### src/logic/dao_pkg.sv
`default_nettype none
package dao_pkg;
    // Register offsets
    localparam logic [7:0] ADDR_AUDIO_CTRL = 8'h2b;
    localparam logic [7:0] ADDR_MCLK_SEL   = 8'h3a;

    // Audio control fields
    localparam int         CTRL_PLL_EN_BIT    = 0;
    localparam int         CTRL_BLANK_SRC_BIT = 1;
    localparam int         CTRL_SEC_EN_BIT    = 2;
    localparam logic [7:0] CTRL_RESET         = 8'h01;

    // Master clock select fields
    localparam int         MSEL_OVR_BIT  = 7;
    localparam int         MSEL_CODE_LSB = 4;
    localparam int         MSEL_LOCK_BIT = 3;
    localparam logic [2:0] MSEL_CODE_RST = 3'h0;

    // Ratio as a left shift of the bit clock: x1, x2, x4
    localparam logic [1:0] SHIFT_DEFAULT = 2'h1;
    localparam logic [1:0] SHIFT_MAX     = 2'h2;

    // Timing, reference clock 125 MHz
    localparam int REF_PERIOD_NS = 8;
    localparam int JITTER_NS     = 2;
    localparam int LOCK_TOL_CYC  = (JITTER_NS / REF_PERIOD_NS > 0) ? JITTER_NS / REF_PERIOD_NS : 1;
    // Bit clock period boundaries between code bands
    localparam int BAND1_NS  = 560;
    localparam int BAND2_NS  = 280;
    localparam int BAND3_NS  = 135;
    localparam int BAND1_CYC = BAND1_NS / REF_PERIOD_NS;
    localparam int BAND2_CYC = BAND2_NS / REF_PERIOD_NS;
    localparam int BAND3_CYC = BAND3_NS / REF_PERIOD_NS;
    localparam int STRAP_WAIT_CYC = 6;
endpackage : dao_pkg
`default_nettype wire

### src/logic/dao_mclk_gen.sv
`timescale 1ns/1ps
`default_nettype none
module dao_mclk_gen #(
    parameter int PERIOD_W = 10
) (
    input  wire logic                ref_clk,
    input  wire logic                rst_n,
    input  wire logic                bitRise,
    input  wire logic                pllEnable,
    input  wire logic [1:0]          ratioShift,
    output logic                     bclkRegen,
    output logic                     mclk,
    output logic                     locked,
    output logic [PERIOD_W-1:0]      period
);
    logic [PERIOD_W-1:0] measCnt;
    logic [PERIOD_W-1:0] measNow;
    logic [PERIOD_W-1:0] diff;
    logic [PERIOD_W+1:0] avgSum;
    logic [PERIOD_W-1:0] avgNew;
    logic [PERIOD_W-1:0] next_period;
    logic [PERIOD_W-1:0] phase;
    logic [PERIOD_W-1:0] next_phase;
    logic [PERIOD_W-1:0] mCnt;
    logic [PERIOD_W-1:0] mHalf;
    logic [PERIOD_W-1:0] next_mHalf;
    logic                periodOk;
    logic                bclkStart;

    if (PERIOD_W < 8) begin : g_bad_width
        $error("dao_mclk_gen: PERIOD_W too small");
    end

    assign measNow   = (measCnt == '1) ? measCnt : measCnt + 1'b1;
    assign diff      = (measNow > period) ? measNow - period : period - measNow;
    assign avgSum    = ({2'b00, period} << 1) + {2'b00, period} + {2'b00, measNow};
    assign avgNew    = avgSum[PERIOD_W+1:2];
    assign periodOk  = period >= PERIOD_W'(2);

    // Truncated average stalls short of a longer period; last cycles are stepped
    always_comb begin
        if (period == '0) begin
            next_period = measNow;
        end else if (avgNew != period) begin
            next_period = avgNew;
        end else if (measNow > period) begin
            next_period = period + 1'b1;
        end else if (measNow < period) begin
            next_period = period - 1'b1;
        end else begin
            next_period = period;
        end
    end
    assign bclkStart = periodOk && (next_phase == '0);

    always_comb begin
        if (!periodOk || (bitRise && !locked)) begin
            next_phase = '0;
        end else if (phase == period - 1'b1) begin
            next_phase = '0;
        end else begin
            next_phase = phase + 1'b1;
        end
        case (ratioShift)
            2'h0:    next_mHalf = period >> 1;
            2'h1:    next_mHalf = period >> 2;
            default: next_mHalf = period >> 3;
        endcase
        if (next_mHalf == '0) begin
            next_mHalf = PERIOD_W'(1);
        end
    end

    // Averaged period filters edge jitter out of the regenerated clock
    always_ff @(posedge ref_clk or negedge rst_n) begin
        if (!rst_n) begin
            measCnt <= '0;
            period  <= '0;
            locked  <= 1'b0;
        end else if (bitRise) begin
            measCnt <= '0;
            period  <= next_period;
            locked  <= (period != '0) && (diff <= PERIOD_W'(dao_pkg::LOCK_TOL_CYC));
        end else if (measCnt != '1) begin
            measCnt <= measCnt + 1'b1;
        end
    end

    always_ff @(posedge ref_clk or negedge rst_n) begin
        if (!rst_n) begin
            phase     <= '0;
            bclkRegen <= 1'b0;
        end else begin
            phase     <= next_phase;
            bclkRegen <= periodOk && (next_phase < (period >> 1));
        end
    end

    // Ratio only latched at a bit clock rise, so no runt pulse on a change
    always_ff @(posedge ref_clk or negedge rst_n) begin
        if (!rst_n) begin
            mCnt  <= '0;
            mHalf <= PERIOD_W'(1);
            mclk  <= 1'b0;
        end else if (bclkStart) begin
            mCnt  <= '0;
            mHalf <= next_mHalf;
            mclk  <= pllEnable;
        end else if (mCnt == mHalf - 1'b1) begin
            mCnt <= '0;
            mclk <= pllEnable & ~mclk;
        end else begin
            mCnt <= mCnt + 1'b1;
            mclk <= pllEnable & mclk;
        end
    end
endmodule : dao_mclk_gen
`default_nettype wire

### src/logic/dao_audio_out.sv
`timescale 1ns/1ps
`default_nettype none
// Behaviour
// - Drive bit clock, word clock, data, master clock
// - Audio taken from frame or blanking stream
// - Cleaned bit clock regenerated from averaged period
// - Secondary data in 18-bit mode, same bit clock
// - Secondary enabled by strap or register bit
// - Master clock at x1, x2 or x4
// - Master clock off while cleaning disabled
// - Default master clock ratio is x2
// - Override bit first, then ratio code
// - Low bit clock band: codes 000..010
// - High bit clock band: codes 011..101
// - Channel B strap forces 18-bit mode
module dao_audio_out #(
    parameter int PERIOD_W = 10
) (
    input  wire logic       ref_clk,
    input  wire logic       rst_n,
    input  wire logic       frameBitClk,
    input  wire logic       frameWordClk,
    input  wire logic       frameDataA,
    input  wire logic       frameDataB,
    input  wire logic       blankBitClk,
    input  wire logic       blankWordClk,
    input  wire logic       blankDataA,
    input  wire logic       blankDataB,
    input  wire logic       modeSelChanB,
    input  wire logic       regWrEn,
    input  wire logic       regRdEn,
    input  wire logic [7:0] regAddr,
    input  wire logic [7:0] regWrData,
    output logic            audioBitClk,
    output logic            audioWordClock,
    output logic            audioPrimaryData,
    output logic            audioSecondaryData,
    output logic            masterClk,
    output logic            videoMode18,
    output logic [7:0]      regRdData
);
    localparam int NSYNC = 9;

    logic [NSYNC-1:0]    pinIn;
    logic [NSYNC-1:0]    sync1;
    logic [NSYNC-1:0]    sync2;
    logic [NSYNC-1:0]    sync3;
    logic [NSYNC-1:0]    pinFilt;
    logic [3:0]          selVec;
    logic [7:0]          ctrl;
    logic                ratioOvr;
    logic [2:0]          ratioCode;
    logic [1:0]          ratioShift;
    logic [1:0]          band;
    logic                pllEn;
    logic                blankSel;
    logic                secEnable;
    logic                strapChanB;
    logic [2:0]          strapCnt;
    logic                prevBclk;
    logic                bitRise;
    logic                capWord;
    logic                capA;
    logic                capB;
    logic                next_outBclk;
    logic                outFall;
    logic                regenBclk;
    logic                regenMclk;
    logic                pllLocked;
    logic [PERIOD_W-1:0] period;

    if (PERIOD_W < 8) begin : g_bad_width
        $error("dao_audio_out: PERIOD_W too small");
    end

    // Code base of the bit clock band; longer period means lower base
    function automatic logic [1:0] band_of(input logic [PERIOD_W-1:0] p);
        if (p >= PERIOD_W'(dao_pkg::BAND1_CYC)) begin
            band_of = 2'h0;
        end else if (p >= PERIOD_W'(dao_pkg::BAND2_CYC)) begin
            band_of = 2'h1;
        end else if (p >= PERIOD_W'(dao_pkg::BAND3_CYC)) begin
            band_of = 2'h2;
        end else begin
            band_of = 2'h3;
        end
    endfunction : band_of

    assign pinIn = {modeSelChanB, blankDataB, blankDataA, blankWordClk, blankBitClk,
                    frameDataB, frameDataA, frameWordClk, frameBitClk};

    // Three-stage pin synchroniser, a change counts once stages two and three agree
    for (genvar i = 0; i < NSYNC; i++) begin : g_sync
        always_ff @(posedge ref_clk or negedge rst_n) begin
            if (!rst_n) begin
                sync1[i]   <= 1'b0;
                sync2[i]   <= 1'b0;
                sync3[i]   <= 1'b0;
                pinFilt[i] <= 1'b0;
            end else begin
                sync1[i] <= pinIn[i];
                sync2[i] <= sync1[i];
                sync3[i] <= sync2[i];
                if (sync2[i] == sync3[i]) begin
                    pinFilt[i] <= sync3[i];
                end
            end
        end
    end

    assign pllEn     = ctrl[dao_pkg::CTRL_PLL_EN_BIT];
    assign blankSel  = ctrl[dao_pkg::CTRL_BLANK_SRC_BIT];
    assign secEnable = strapChanB | ctrl[dao_pkg::CTRL_SEC_EN_BIT];
    assign selVec    = blankSel ? pinFilt[7:4] : pinFilt[3:0];
    assign bitRise   = selVec[0] & ~prevBclk;
    assign band      = band_of(period);

    always_comb begin
        if (!ratioOvr) begin
            ratioShift = dao_pkg::SHIFT_DEFAULT;
        end else if (ratioCode <= {1'b0, band}) begin
            ratioShift = 2'h0;
        end else if (ratioCode - {1'b0, band} >= {1'b0, dao_pkg::SHIFT_MAX}) begin
            ratioShift = dao_pkg::SHIFT_MAX;
        end else begin
            ratioShift = 2'(ratioCode - {1'b0, band});
        end
    end

    // Strap caught a few cycles after release, once the synchroniser settled
    always_ff @(posedge ref_clk or negedge rst_n) begin
        if (!rst_n) begin
            strapCnt   <= 3'h0;
            strapChanB <= 1'b0;
        end else if (strapCnt != 3'(dao_pkg::STRAP_WAIT_CYC)) begin
            strapCnt <= strapCnt + 3'h1;
            if (strapCnt == 3'(dao_pkg::STRAP_WAIT_CYC - 1)) begin
                strapChanB <= pinFilt[8];
            end
        end
    end

    always_ff @(posedge ref_clk or negedge rst_n) begin
        if (!rst_n) begin
            ctrl      <= dao_pkg::CTRL_RESET;
            ratioOvr  <= 1'b0;
            ratioCode <= dao_pkg::MSEL_CODE_RST;
        end else if (regWrEn) begin
            if (regAddr == dao_pkg::ADDR_AUDIO_CTRL) begin
                ctrl <= regWrData;
            end
            if (regAddr == dao_pkg::ADDR_MCLK_SEL) begin
                ratioOvr <= regWrData[dao_pkg::MSEL_OVR_BIT];
                if (ratioOvr) begin
                    ratioCode <= regWrData[dao_pkg::MSEL_CODE_LSB +: 3];
                end
            end
        end
    end

    always_ff @(posedge ref_clk or negedge rst_n) begin
        if (!rst_n) begin
            regRdData <= 8'h00;
        end else if (regRdEn) begin
            case (regAddr)
                dao_pkg::ADDR_AUDIO_CTRL: regRdData <= ctrl;
                dao_pkg::ADDR_MCLK_SEL:   regRdData <= {ratioOvr, ratioCode, pllLocked, 1'b0, band};
                default:                  regRdData <= 8'h00;
            endcase
        end
    end

    dao_mclk_gen #(
        .PERIOD_W (PERIOD_W)
    ) u_mclk_gen (
        .ref_clk    (ref_clk),
        .rst_n      (rst_n),
        .bitRise    (bitRise),
        .pllEnable  (pllEn),
        .ratioShift (ratioShift),
        .bclkRegen  (regenBclk),
        .mclk       (regenMclk),
        .locked     (pllLocked),
        .period     (period)
    );

    // Samples taken on the recovered rise, relaunched on the output fall
    always_ff @(posedge ref_clk or negedge rst_n) begin
        if (!rst_n) begin
            prevBclk <= 1'b0;
            capWord  <= 1'b0;
            capA     <= 1'b0;
            capB     <= 1'b0;
        end else begin
            prevBclk <= selVec[0];
            if (bitRise) begin
                capWord <= selVec[1];
                capA    <= selVec[2];
                capB    <= selVec[3];
            end
        end
    end

    assign next_outBclk = pllEn ? regenBclk : selVec[0];
    assign outFall      = audioBitClk & ~next_outBclk;

    always_ff @(posedge ref_clk or negedge rst_n) begin
        if (!rst_n) begin
            audioBitClk        <= 1'b0;
            audioWordClock     <= 1'b0;
            audioPrimaryData   <= 1'b0;
            audioSecondaryData <= 1'b0;
            masterClk          <= 1'b0;
            videoMode18        <= 1'b0;
        end else begin
            audioBitClk <= next_outBclk;
            masterClk   <= regenMclk & pllEn;
            videoMode18 <= secEnable;
            if (outFall) begin
                audioWordClock   <= capWord;
                audioPrimaryData <= capA;
            end
            if (!secEnable) begin
                audioSecondaryData <= 1'b0;
            end else if (outFall) begin
                audioSecondaryData <= capB;
            end
        end
    end
endmodule : dao_audio_out
`default_nettype wire

### config.mk
export PLATFORM = sky130hd
export DESIGN_NAME = dao_audio_out
export DESIGN_NICKNAME = d
export VERILOG_FILES = /design/src/logic/dao_pkg.sv /design/src/logic/dao_mclk_gen.sv /design/src/logic/dao_audio_out.sv
export SDC_FILE = /design/constraint.sdc
export NUM_CORES = 1
export LEC_CHECK = 0
export ABC_CLOCK_PERIOD_IN_PS = 6100
export BUFFER_PORTS_ARGS = -buffer_cell sky130_fd_sc_hd__buf_2
export CAP_MARGIN = 25
export CORE_ASPECT_RATIO = 1.75
export CORE_MARGIN = 8
export CORE_UTILIZATION = 40
export CTS_BUF_LIST = sky130_fd_sc_hd__clkbuf_8
export CTS_CLUSTER_SIZE = 40
export DETAILED_ROUTE_END_ITERATION = 10
export SYNTH_ARGS = -nofsm -noshare
export SYNTH_HDL_FRONTEND = slang
export SYNTH_SLANG_ARGS = --single-unit
### constraint.sdc
create_clock -name ref_clk -period 6.1 [get_ports ref_clk]
set_clock_uncertainty 0.05 [all_clocks]
set_input_delay 0.305 -clock ref_clk [delete_from_list [all_inputs] [get_ports ref_clk]]
set_output_delay 0.305 -clock ref_clk [all_outputs]
set_load 0.05 [all_outputs]
# After elaboration in Yosys (flattened, before gate mapping)
# Cells that the tools add are included.
# totals
reg_bits	123
in_bits	29
out_inout_bits	14
wordCells	156
# op_classes
add_sub_neg	12
order_cmp	10
eq_ne	20
muxes	27
bitwise	8
n_reduce_logical	19
# op_table
cell	count
10-bit two-way mux	12
10-bit by 1-bit adder with 10-bit output (second input constant)	4
10-bit zero test	3
10-bit equality test	2
10-bit by 1-bit subtractor with 10-bit output (second input constant)	2
10-bit subtractor	2
9-bit one-hot mux with 2 select lines	1
8-bit by 6-bit equality test with 1-bit output (second input constant)	2
8-bit one-hot mux with 2 select lines	1
11-bit by 10-bit adder with 12-bit output	1
12-bit by 10-bit adder with 12-bit output	1
10-bit equality test (second input constant)	1
10-bit by 2-bit >= comparator with 1-bit output (second input constant)	1
10-bit by 5-bit >= comparator with 1-bit output (second input constant)	1
10-bit by 6-bit >= comparator with 1-bit output (second input constant)	1
10-bit by 7-bit >= comparator with 1-bit output (second input constant)	1
10-bit greater-than comparator	1
10-bit by 1-bit <= comparator with 1-bit output (second input constant)	1
10-bit less-than comparator	1
10-bit by 9-bit less-than comparator with 1-bit output	1
2-bit two-way mux	5
10-bit != test	1
10-bit != test (second input constant)	1
10-bit nonzero test	1
other kinds (23)	48

# Depth between registers and ports, before layout
# Gate-level depths: netlist of run 1.
# logic_depth
word_depth	13
depth_mapped	22
depth_no_buf	20

# Hierarchy
# From an unflattened synthesis of run 1, not the netlist that was laid out.
# hier_totals
cells_unflattened	879
hier_area_um2	8508.2
# modules_own_cells
module	n_inst	cells_per_inst	area_each_um2	seq_area_each_um2
dao_mclk_gen	1	696	5881.9	1302.5
dao_audio_out	1	183	2626.3	1752.9

# Least setup slack after synthesis of run 1
# No wires, ideal clock.
# synth_timing
path_type	reg-to-reg
startpoint	register u_mclk_gen.measCnt[0]
endpoint	register u_mclk_gen.period[4]
setup_ns	0.121
arrival_time_ns	4.808
t_required_ns	5.929
path_slack_ns	1.121
path_stages_with_launch	19
n_path_buf	0
period_less_slack_ns	4.979
path_cell_list	dfrtp_1 > ha_1 > and3_1 > and2_1 > nand3_1 > mux2_2 > inv_1 > fa_1 > nand2b_1 > fa_1 > nand2b_1 > a21oi_1 > o22a_1 > nor3_1 > or4_4 > nor4_4 > mux2i_1 > nand2_1 > a22o_1
# synth_between
elab_chain_cells	6
word_cells_on_any_way	12
classes_between	add/sub (2); order compare (2); eq/ne (2); mux (4); reduce/logical (2)
# synth_lines
element	line_no	text
start: declaration	dao_mclk_gen.sv:16	logic [PERIOD_W-1:0] measCnt;
start signal: assignment	dao_mclk_gen.sv:85	measCnt <= measCnt + 1'b1;
10-bit by 1-bit adder with 10-bit output / 10-bit equality test (equally long branches)	dao_mclk_gen.sv:34	assign measNow = (measCnt == '1) ? measCnt : measCnt + 1'b1;
10-bit two-way mux (*)	dao_mclk_gen.sv:34	
12-bit by 10-bit adder with 12-bit output / 10-bit greater-than comparator (equally long branches)	dao_mclk_gen.sv:36, dao_mclk_gen.sv:46	
10-bit != test / 10-bit two-way mux (equally long branches)	dao_mclk_gen.sv:44, dao_mclk_gen.sv:46	
4-bit nonzero test (no source line) / 10-bit two-way mux (equally long branches)	-	
2-bit AND reduction (no source line) / 10-bit two-way mux (equally long branches)	-	
end signal: assignment	dao_mclk_gen.sv:82	period <= next_period;
end: declaration	dao_mclk_gen.sv:14	output logic [PERIOD_W-1:0] period
# Every way passes the cells marked *; elsewhere a longest branch is shown, timed or not.
# A chain may end at the register's enable or synchronous reset.

# Worst setup path after layout of run 1
# layout_timing
startpoint	register u_mclk_gen.measCnt[0]
endpoint	register u_mclk_gen.period[9]
# Same word-level chain as after synthesis.

==> flow_metrics.tcl, run 1 <==
set metrics [dict create \
    synth_area_leader_cell "dfrtp_1" \
    cts-root-buf "clkbuf_8" \
    p_per_area_nw_per_um2 565 \
    vdd.ir_drop.worst_uv 266 \
    hold_viol 0 \
    synth_top_area_share 0.352 \
    grt_max_degree 77 \
    gp_congestion 0.912 \
    grt_pass1_wl_um 36800 \
    antenna_cells 0 \
    maxSlewViolCount 0 \
    synth-seq-area-share 0.358 \
    die_w_um 126 \
    vias 6997 \
    cts_resized 0 \
    ys_ff_latch 122 \
    core_um2 20900 \
    combPwrFrac 0.658 \
    syn_inst 924 \
    max_slew_margin 0.469 \
    cts_tree "done" \
    synth_flop_cell "dfrtp_1" \
    cts_made_buffers 17 \
    p_leak_uw 0.00428 \
    grt_pass1_vias 6996 \
    arrival_ns 5.95 \
    swShare 0.491 \
    initial_utilization 0.408 \
    post-place-ws_ns 0.454 \
    nNetsFinal 1059 \
    internal-power_uw 2740 \
    worst_setup_path_end_kind "register" \
    cap_violations 0 \
    power_frac_clock 0.136 \
    track_usage 0.176 \
    final_util 0.456 \
    insertion_delay_ns 0.44 \
    yosys_warnings 0 \
    cts_buffer_depth 2 \
    seqPwrFrac 0.206 \
    ios 43 \
    wl_per_cell_um 18.3 \
    die-height_um 209 \
    via_per_inst 5.68 \
    worst_setup_path_start_kind "register" \
    drive_gt1_frac 0.143 \
    grt-ovfl-total 0 \
    synth-edff-count 0 \
    path_clk_slew_ns 0.08 \
    antenna_found_initial 0 \
    drtAntennaViolNets 0 \
    period_share 0.934 \
    fin_setup_tns_ns 0 \
    final_area_um2 9540 \
    drc 0 \
    min_period_ns 5.70 \
    max_slew.worst_pin.slew_ns 0.790 \
    htree_levels 4 \
    max_freq_mhz 176 \
    synth.distinct_cells 74 \
    drt-total-wl_um 22600 \
    syn_to_final_growth_pct 11.8 \
    syn_avg_cell_area_um2 9.23 \
    die_area_um2 26400 \
    fin_ws_ns 0.403 \
    status "completed" \
    async_flop_share 1.00 \
    setup-violations-final 0 \
    crit_fanout 20 \
    rsz0062_at_grt "false" \
    p_switching_uw 2640 \
    crit_type "reg -> reg" \
    hpwl_um 17100 \
    drt_pass1_iterations 7 \
    io_buffers 42 \
    cts_sinks 122 \
    initialDrtViolationCount 505 \
    netlist_area_um2 8530 \
    power_uw 5390 \
    place_area_um2 9010 \
    placementRows 70 \
    synth_nets 1016 \
    required_ns 6.36 \
    post-cts-setup-buffer-count 0 \
    hold_class "in -> reg" \
    synth_area_leaders "dfrtp_1, ha_1, xnor2_1" \
]
metal layers:
| layer | up-vias | GRT usage | routed length (um) |
|---|---|---|---|
| met2 | 162 | 0.324 | 12100 |
| li1 | 3364 | - | - |
| met3 | 59 | 0.0258 | 783 |
| met4 | 0 | 0.116 | 1320 |
| met1 | 3412 | 0.179 | 8420 |
| met5 | - | 0 | 0 |
through the flow:
stage          hold WS [ns]  cells
6_report             0.0448   1232
5_1_grt              0.0432   1232
4_1_cts              0.0181   1231
3_5_place_dp          0.221   1189
3_3_place_gp          0.227   1189
2_1_floorplan       -0.0406    924
cells in the final DEF, fill, tap and decap left out, types with 5 or more instances in the layout:
| cell type | count |
|---|---|
| inv_1 | 55 |
| or3_1 | 6 |
| a211oi_1 | 7 |
| or4_1 | 5 |
| o21ai_0 | 39 |
| mux2_2 | 25 |
| xnor2_1 | 54 |
| nand2_1 | 54 |
| o21a_1 | 7 |
| nor4_1 | 8 |
| maj3_1 | 9 |
| fa_1 | 13 |
| a21oi_1 | 47 |
| o211ai_1 | 10 |
| a31oi_1 | 13 |
| buf_2 | 41 |
| dlygate4sd3_1 | 10 |
| nor2b_1 | 5 |
| and3_1 | 8 |
| nor2_1 | 85 |
| nand2b_1 | 18 |
| mux2i_1 | 26 |
| a21o_1 | 8 |
| a22oi_1 | 9 |
| dfrtp_1 | 120 |
| nor3_1 | 21 |
| buf_4 | 26 |
| nand3b_1 | 5 |
| nand3_1 | 38 |
| ha_1 | 50 |
| a22o_1 | 7 |
| xor2_1 | 26 |
| clkbuf_8 | 17 |
| nand4_1 | 15 |
| and4_1 | 7 |
sequential cells by signal (all words and copies together), names as in the netlist, 3 cells and up:
name	flops
sync1	9
pinFilt	9
u_mclk_gen.measCnt	10
u_mclk_gen.phase	10
sync3	9
strapCnt	3
ctrl	8
ratioCode	3
sync2	9
u_mclk_gen.mCnt	10
regRdData	8
u_mclk_gen.period	10
u_mclk_gen.mHalf	9
power by group through the flow:
stage	registers (uW)	clock network (uW)	logic, uW
finish	1110	732	3540
detailed placement	1130	0	3510
CTS	1110	752	3530
global route	1130	786	3920
global placement	1120	0	3490
floorplan	1080	0	2700
final timing paths:
path                                             from                   end  slack (ns)  depth (start not counted)
worst max-delay path            u_mclk_gen.measCnt[0]  u_mclk_gen.period[9]        0.40                         20
worst min-delay path                     regWrData[2]               ctrl[2]        0.04                          2
worst max register to register  u_mclk_gen.measCnt[0]  u_mclk_gen.period[9]        0.40                         20
worst min register to register               sync1[1]              sync2[1]        0.30                          0
max in group asynchronous                       rst_n               ctrl[0]        4.79                          4
min in group asynchronous                       rst_n    u_mclk_gen.mCnt[1]        0.31                          2
kinds of logic after synthesis:
| logic type | after synthesis | synth area share |
|---|---|---|
| AOI/OAI and AO/OA | 190 | 0.147 |
| xor gates and xnor gates | 81 | 0.0848 |
| adders and majority gates | 72 | 0.114 |
| buffers and inverters | 110 | 0.0534 |
| DFF | 122 | 0.358 |
| muxes | 51 | 0.0635 |
| and+or+nand+nor | 298 | 0.178 |
synth_stat cells, types with 6 or more instances:
| cell | number |
|---|---|
| a21o_1 | 8 |
| o21a_1 | 7 |
| nand4_1 | 15 |
| fa_1 | 13 |
| inv_1 | 54 |
| a211oi_1 | 7 |
| dfrtp_1 | 120 |
| xnor2_1 | 54 |
| a31oi_1 | 13 |
| ha_1 | 50 |
| nor3_1 | 21 |
| a22oi_1 | 9 |
| mux2i_1 | 26 |
| a22o_1 | 7 |
| and3_1 | 8 |
| mux2_2 | 25 |
| nand3_1 | 38 |
| nor4_1 | 8 |
| and4_1 | 7 |
| a21oi_1 | 47 |
| clkbuf_1 | 33 |
| or3_1 | 6 |
| nand2_1 | 54 |
| o21ai_0 | 39 |
| o211ai_1 | 10 |
| maj3_1 | 9 |
| xor2_1 | 26 |
| buf_2 | 13 |
| nand2b_1 | 18 |
| nor2_1 | 85 |
worst max-delay path, cell delays in order (launching register included):
cell and delay, ns:
dfrtp_1 0.42, ha_1 0.22, and3_1 0.19, and2_1 0.19, nand3_1 0.23, and3_1 0.24
and3_1 0.18, xor2_1 0.21, inv_1 0.13, fa_1 0.50, inv_1 0.04, ha_1 0.52
a21oi_1 0.32, o21ai_0 0.16, or4_1 0.48, o211ai_1 0.15, xnor2_1 0.16, nor4_4 0.68
mux2i_1 0.20, a211oi_2 0.24, a21oi_1 0.06
layout make-up:
| cell class | count | area (um^2) |
|---|---|---|
| tap | 252 | 315 |
| multi-input combinational | 692 | 5020 |
| clock buffer | 17 | 234 |
| clock inverter | 15 | 166 |
| fill | 2017 | 11400 |
| timing repair buffer | 79 | 539 |
| sequential | 122 | 3060 |
| inverter | 55 | 206 |
repair_timing:
action                                  4_1_cts  5_1_grt
hold buffers                                 10        0
endpoints found under the hold margin        54        0
endpoints found under the setup margin        0        3
Note: power is estimated with default switching activity, not from simulation.
==> run 2, diff against run 1 <==
--- a/config.mk
+++ b/config.mk
@@ -5,7 +5,7 @@
 export SDC_FILE = /design/constraint.sdc
 export NUM_CORES = 1
 export LEC_CHECK = 0
-export ABC_CLOCK_PERIOD_IN_PS = 6100
+export ABC_AREA = 1
 export BUFFER_PORTS_ARGS = -buffer_cell sky130_fd_sc_hd__buf_2
 export CAP_MARGIN = 25
 export CORE_ASPECT_RATIO = 1.75
==> flow_metrics.tcl, run 2 <==
set metrics [dict create \
    nFillCells 2280 \
    via_per_inst 5.05 \
    initial_utilization 0.408 \
    ys_ff_latch 122 \
    arrival_ns 5.51 \
    die_w_um 128 \
    power_frac_clock 0.155 \
    hold_class "in -> reg" \
    syn_inst 1245 \
    drt_pass1_iterations 7 \
    grt_max_degree 69 \
    io_buffers 42 \
    synth_common_cells "nand2_1, inv_1, nor2_1" \
    cts_made_buffers 17 \
    drt-total-wl_um 25600 \
    synth_most_common_cell "nand2_1" \
    grt_pass1_wl_um 41600 \
    cts_sinks 122 \
    die-height_um 212 \
    power_uw 5540 \
    place_area_um2 9310 \
    p_switching_uw 2940 \
    drtAntennaViolNets 0 \
    gp_congestion 0.990 \
    required_ns 6.37 \
    track_usage 0.198 \
    vias 8102 \
    cts_buffer_depth 2 \
    synth-seq-area-share 0.348 \
    max_slew_margin 0.368 \
    placementRows 71 \
    cap_violations 0 \
    cts_resized 0 \
    crit_type "reg -> reg" \
    yosys_warnings 0 \
    whs_path_depth 2 \
    async_flop_share 1.00 \
    synth_top_area_share 0.342 \
    grt-ovfl-total 0 \
    synth_area_leader_cell "dfrtp_1" \
    cts-root-buf "clkbuf_8" \
    seqPwrFrac 0.207 \
    worst_setup_path_end_kind "register" \
    layout_commonest_cell "nand2_1" \
    htree_levels 4 \
    r2r_cells 27 \
    max_freq_mhz 191 \
    rsz0062_at_grt "false" \
    period_share 0.859 \
    path_clk_slew_ns 0.08 \
    drc 0 \
    grt_pass1_vias 8257 \
    ff_latch_area_um2 3060 \
    nNetsFinal 1392 \
    ios 43 \
    synth-edff-count 0 \
    final_area_um2 9880 \
    worst_setup_path_start_kind "register" \
    layout_common_cells "nand2_1, inv_1, nor2_1" \
    syn_avg_cell_area_um2 7.05 \
    vdd.ir_drop.worst_uv 329 \
    final_util 0.459 \
    cts_tree "done" \
    combPwrFrac 0.638 \
    hpwl_um 19900 \
    internal-power_uw 2590 \
    synth_area_leaders "dfrtp_1, nand2_1, ha_1" \
    swShare 0.532 \
    multiInputGateArea_um2 4910 \
    synth_flop_cell "dfrtp_1" \
    syn_to_final_growth_pct 12.5 \
    status "completed" \
    maxSlewViolCount 0 \
    hold_viol 0 \
    synth.distinct_cells 45 \
    min_period_ns 5.24 \
    insertion_delay_ns 0.45 \
    max_slew.worst_pin.slew_ns 0.940 \
    die_area_um2 27100 \
    synth_nets 1337 \
    setup-violations-final 0 \
    drive_gt1_frac 0.0953 \
    initialDrtViolationCount 570 \
    antenna_found_initial 0 \
    p_leak_uw 0.00537 \
    crit_fanout 13 \
    fin_setup_tns_ns 0 \
    netlist_area_um2 8780 \
    p_per_area_nw_per_um2 560 \
    wl_per_cell_um 15.9 \
    core_um2 21500 \
]
run 2: cell types whose count changed after synthesis, moves of 19 or more:
cell and delta:
xnor2_1 -46, clkbuf_1 -22, nand3_1 +77, nor2_1 +45, nand4_1 +28, inv_2 +19
mux2i_1 -26, inv_1 +110, nand2_1 +314
run 2: cell families (layout without fill, tap and decap cells):
family,count (synthesis),after routing,share of synthesized area
adder cells (fa/ha/maj),72,72,0.111
AND/OR/NAND/NOR,695,695,0.338
multiplexers,7,7,0.00898
flip-flops,122,122,0.348
AO/OA/AOI/OAI,99,99,0.0624
XOR/XNOR,39,39,0.0389
buffers and inverters,211,278,0.0925
other,0,1,0
run 2: cell type report:
class | instances | share of cell area
Antenna cell | 1 | 0.000253
Clock inverter | 13 | 0.0217
Tap cell | 292 | 0.0370
Inverter | 185 | 0.0703
Timing Repair Buffer | 62 | 0.0393
Multi-Input combinational cell | 912 | 0.497
Sequential cell | 122 | 0.309
Clock buffer | 18 | 0.0251
run 2: stage by stage:
stage	hold WS [ns]	setup slack (ns)	std cells
finish	0.0542	0.862	1605
global route	0.0380	0.266	1604
CTS	0.0362	0.855	1604
detailed placement	0.292	0.884	1563
global placement	0.284	0.974	1563
floorplan	-0.0406	1.68	1245
run 2: power by group through the flow:
stage | Combinational, uW | Sequential [uW] | Clock (uW)
floorplan | 2660 | 1080 | 0
global placement | 3470 | 1160 | 0
detailed placement | 3500 | 1160 | 0
CTS | 3520 | 1140 | 877
global route | 4020 | 1170 | 910
finish | 3530 | 1150 | 856
run 2: critical path, stage by stage (launching register included):
cell     delay (ns)
dfrtp_1        0.39
ha_1           0.21
nand3_1        0.10
nor2_1         0.14
nand4_1        0.13
nor2_1         0.11
nand2_1        0.18
o21ai_0        0.52
inv_1          0.25
fa_1           0.48
nor2_1         0.19
inv_1          0.08
fa_1           0.40
inv_1          0.10
nand3_1        0.08
nand2_1        0.12
nand2_1        0.07
nand3_1        0.09
nand2_1        0.08
nand2_1        0.09
nand3_1        0.10
nor2_2         0.31
nand3_2        0.29
o21ai_1        0.20
buf_4          0.20
nor2_1         0.05
nand2_1        0.06
nand2_1        0.04
run 2: path summary, 6_finish.rpt:
check / start / end / slack (ns)
setup / recovery: u_mclk_gen.measCnt[0] / u_mclk_gen.period[1] / 0.86
hold / removal: regWrData[2] / ctrl[2] / 0.05
setup reg to reg: u_mclk_gen.measCnt[0] / u_mclk_gen.period[1] / 0.86
hold reg to reg: sync1[1] / sync2[1] / 0.30
max in group asynchronous: rst_n / u_mclk_gen.period[2] / 4.32
min in group asynchronous: rst_n / strapCnt[2] / 0.38
run 2: what timing repair did:
item	CTS	global route
hold buffers	10	0
hold endpoints to repair	61	0
setup buffers	0	0
run 2: per-layer routing:
| metal | track usage | part of all wire |
|---|---|---|
| met1 | 0.194 | 0.37 |
| met3 | 0.0258 | 0.030 |
| met2 | 0.382 | 0.55 |
| met4 | 0.120 | 0.053 |
| met5 | 0 | 0 |
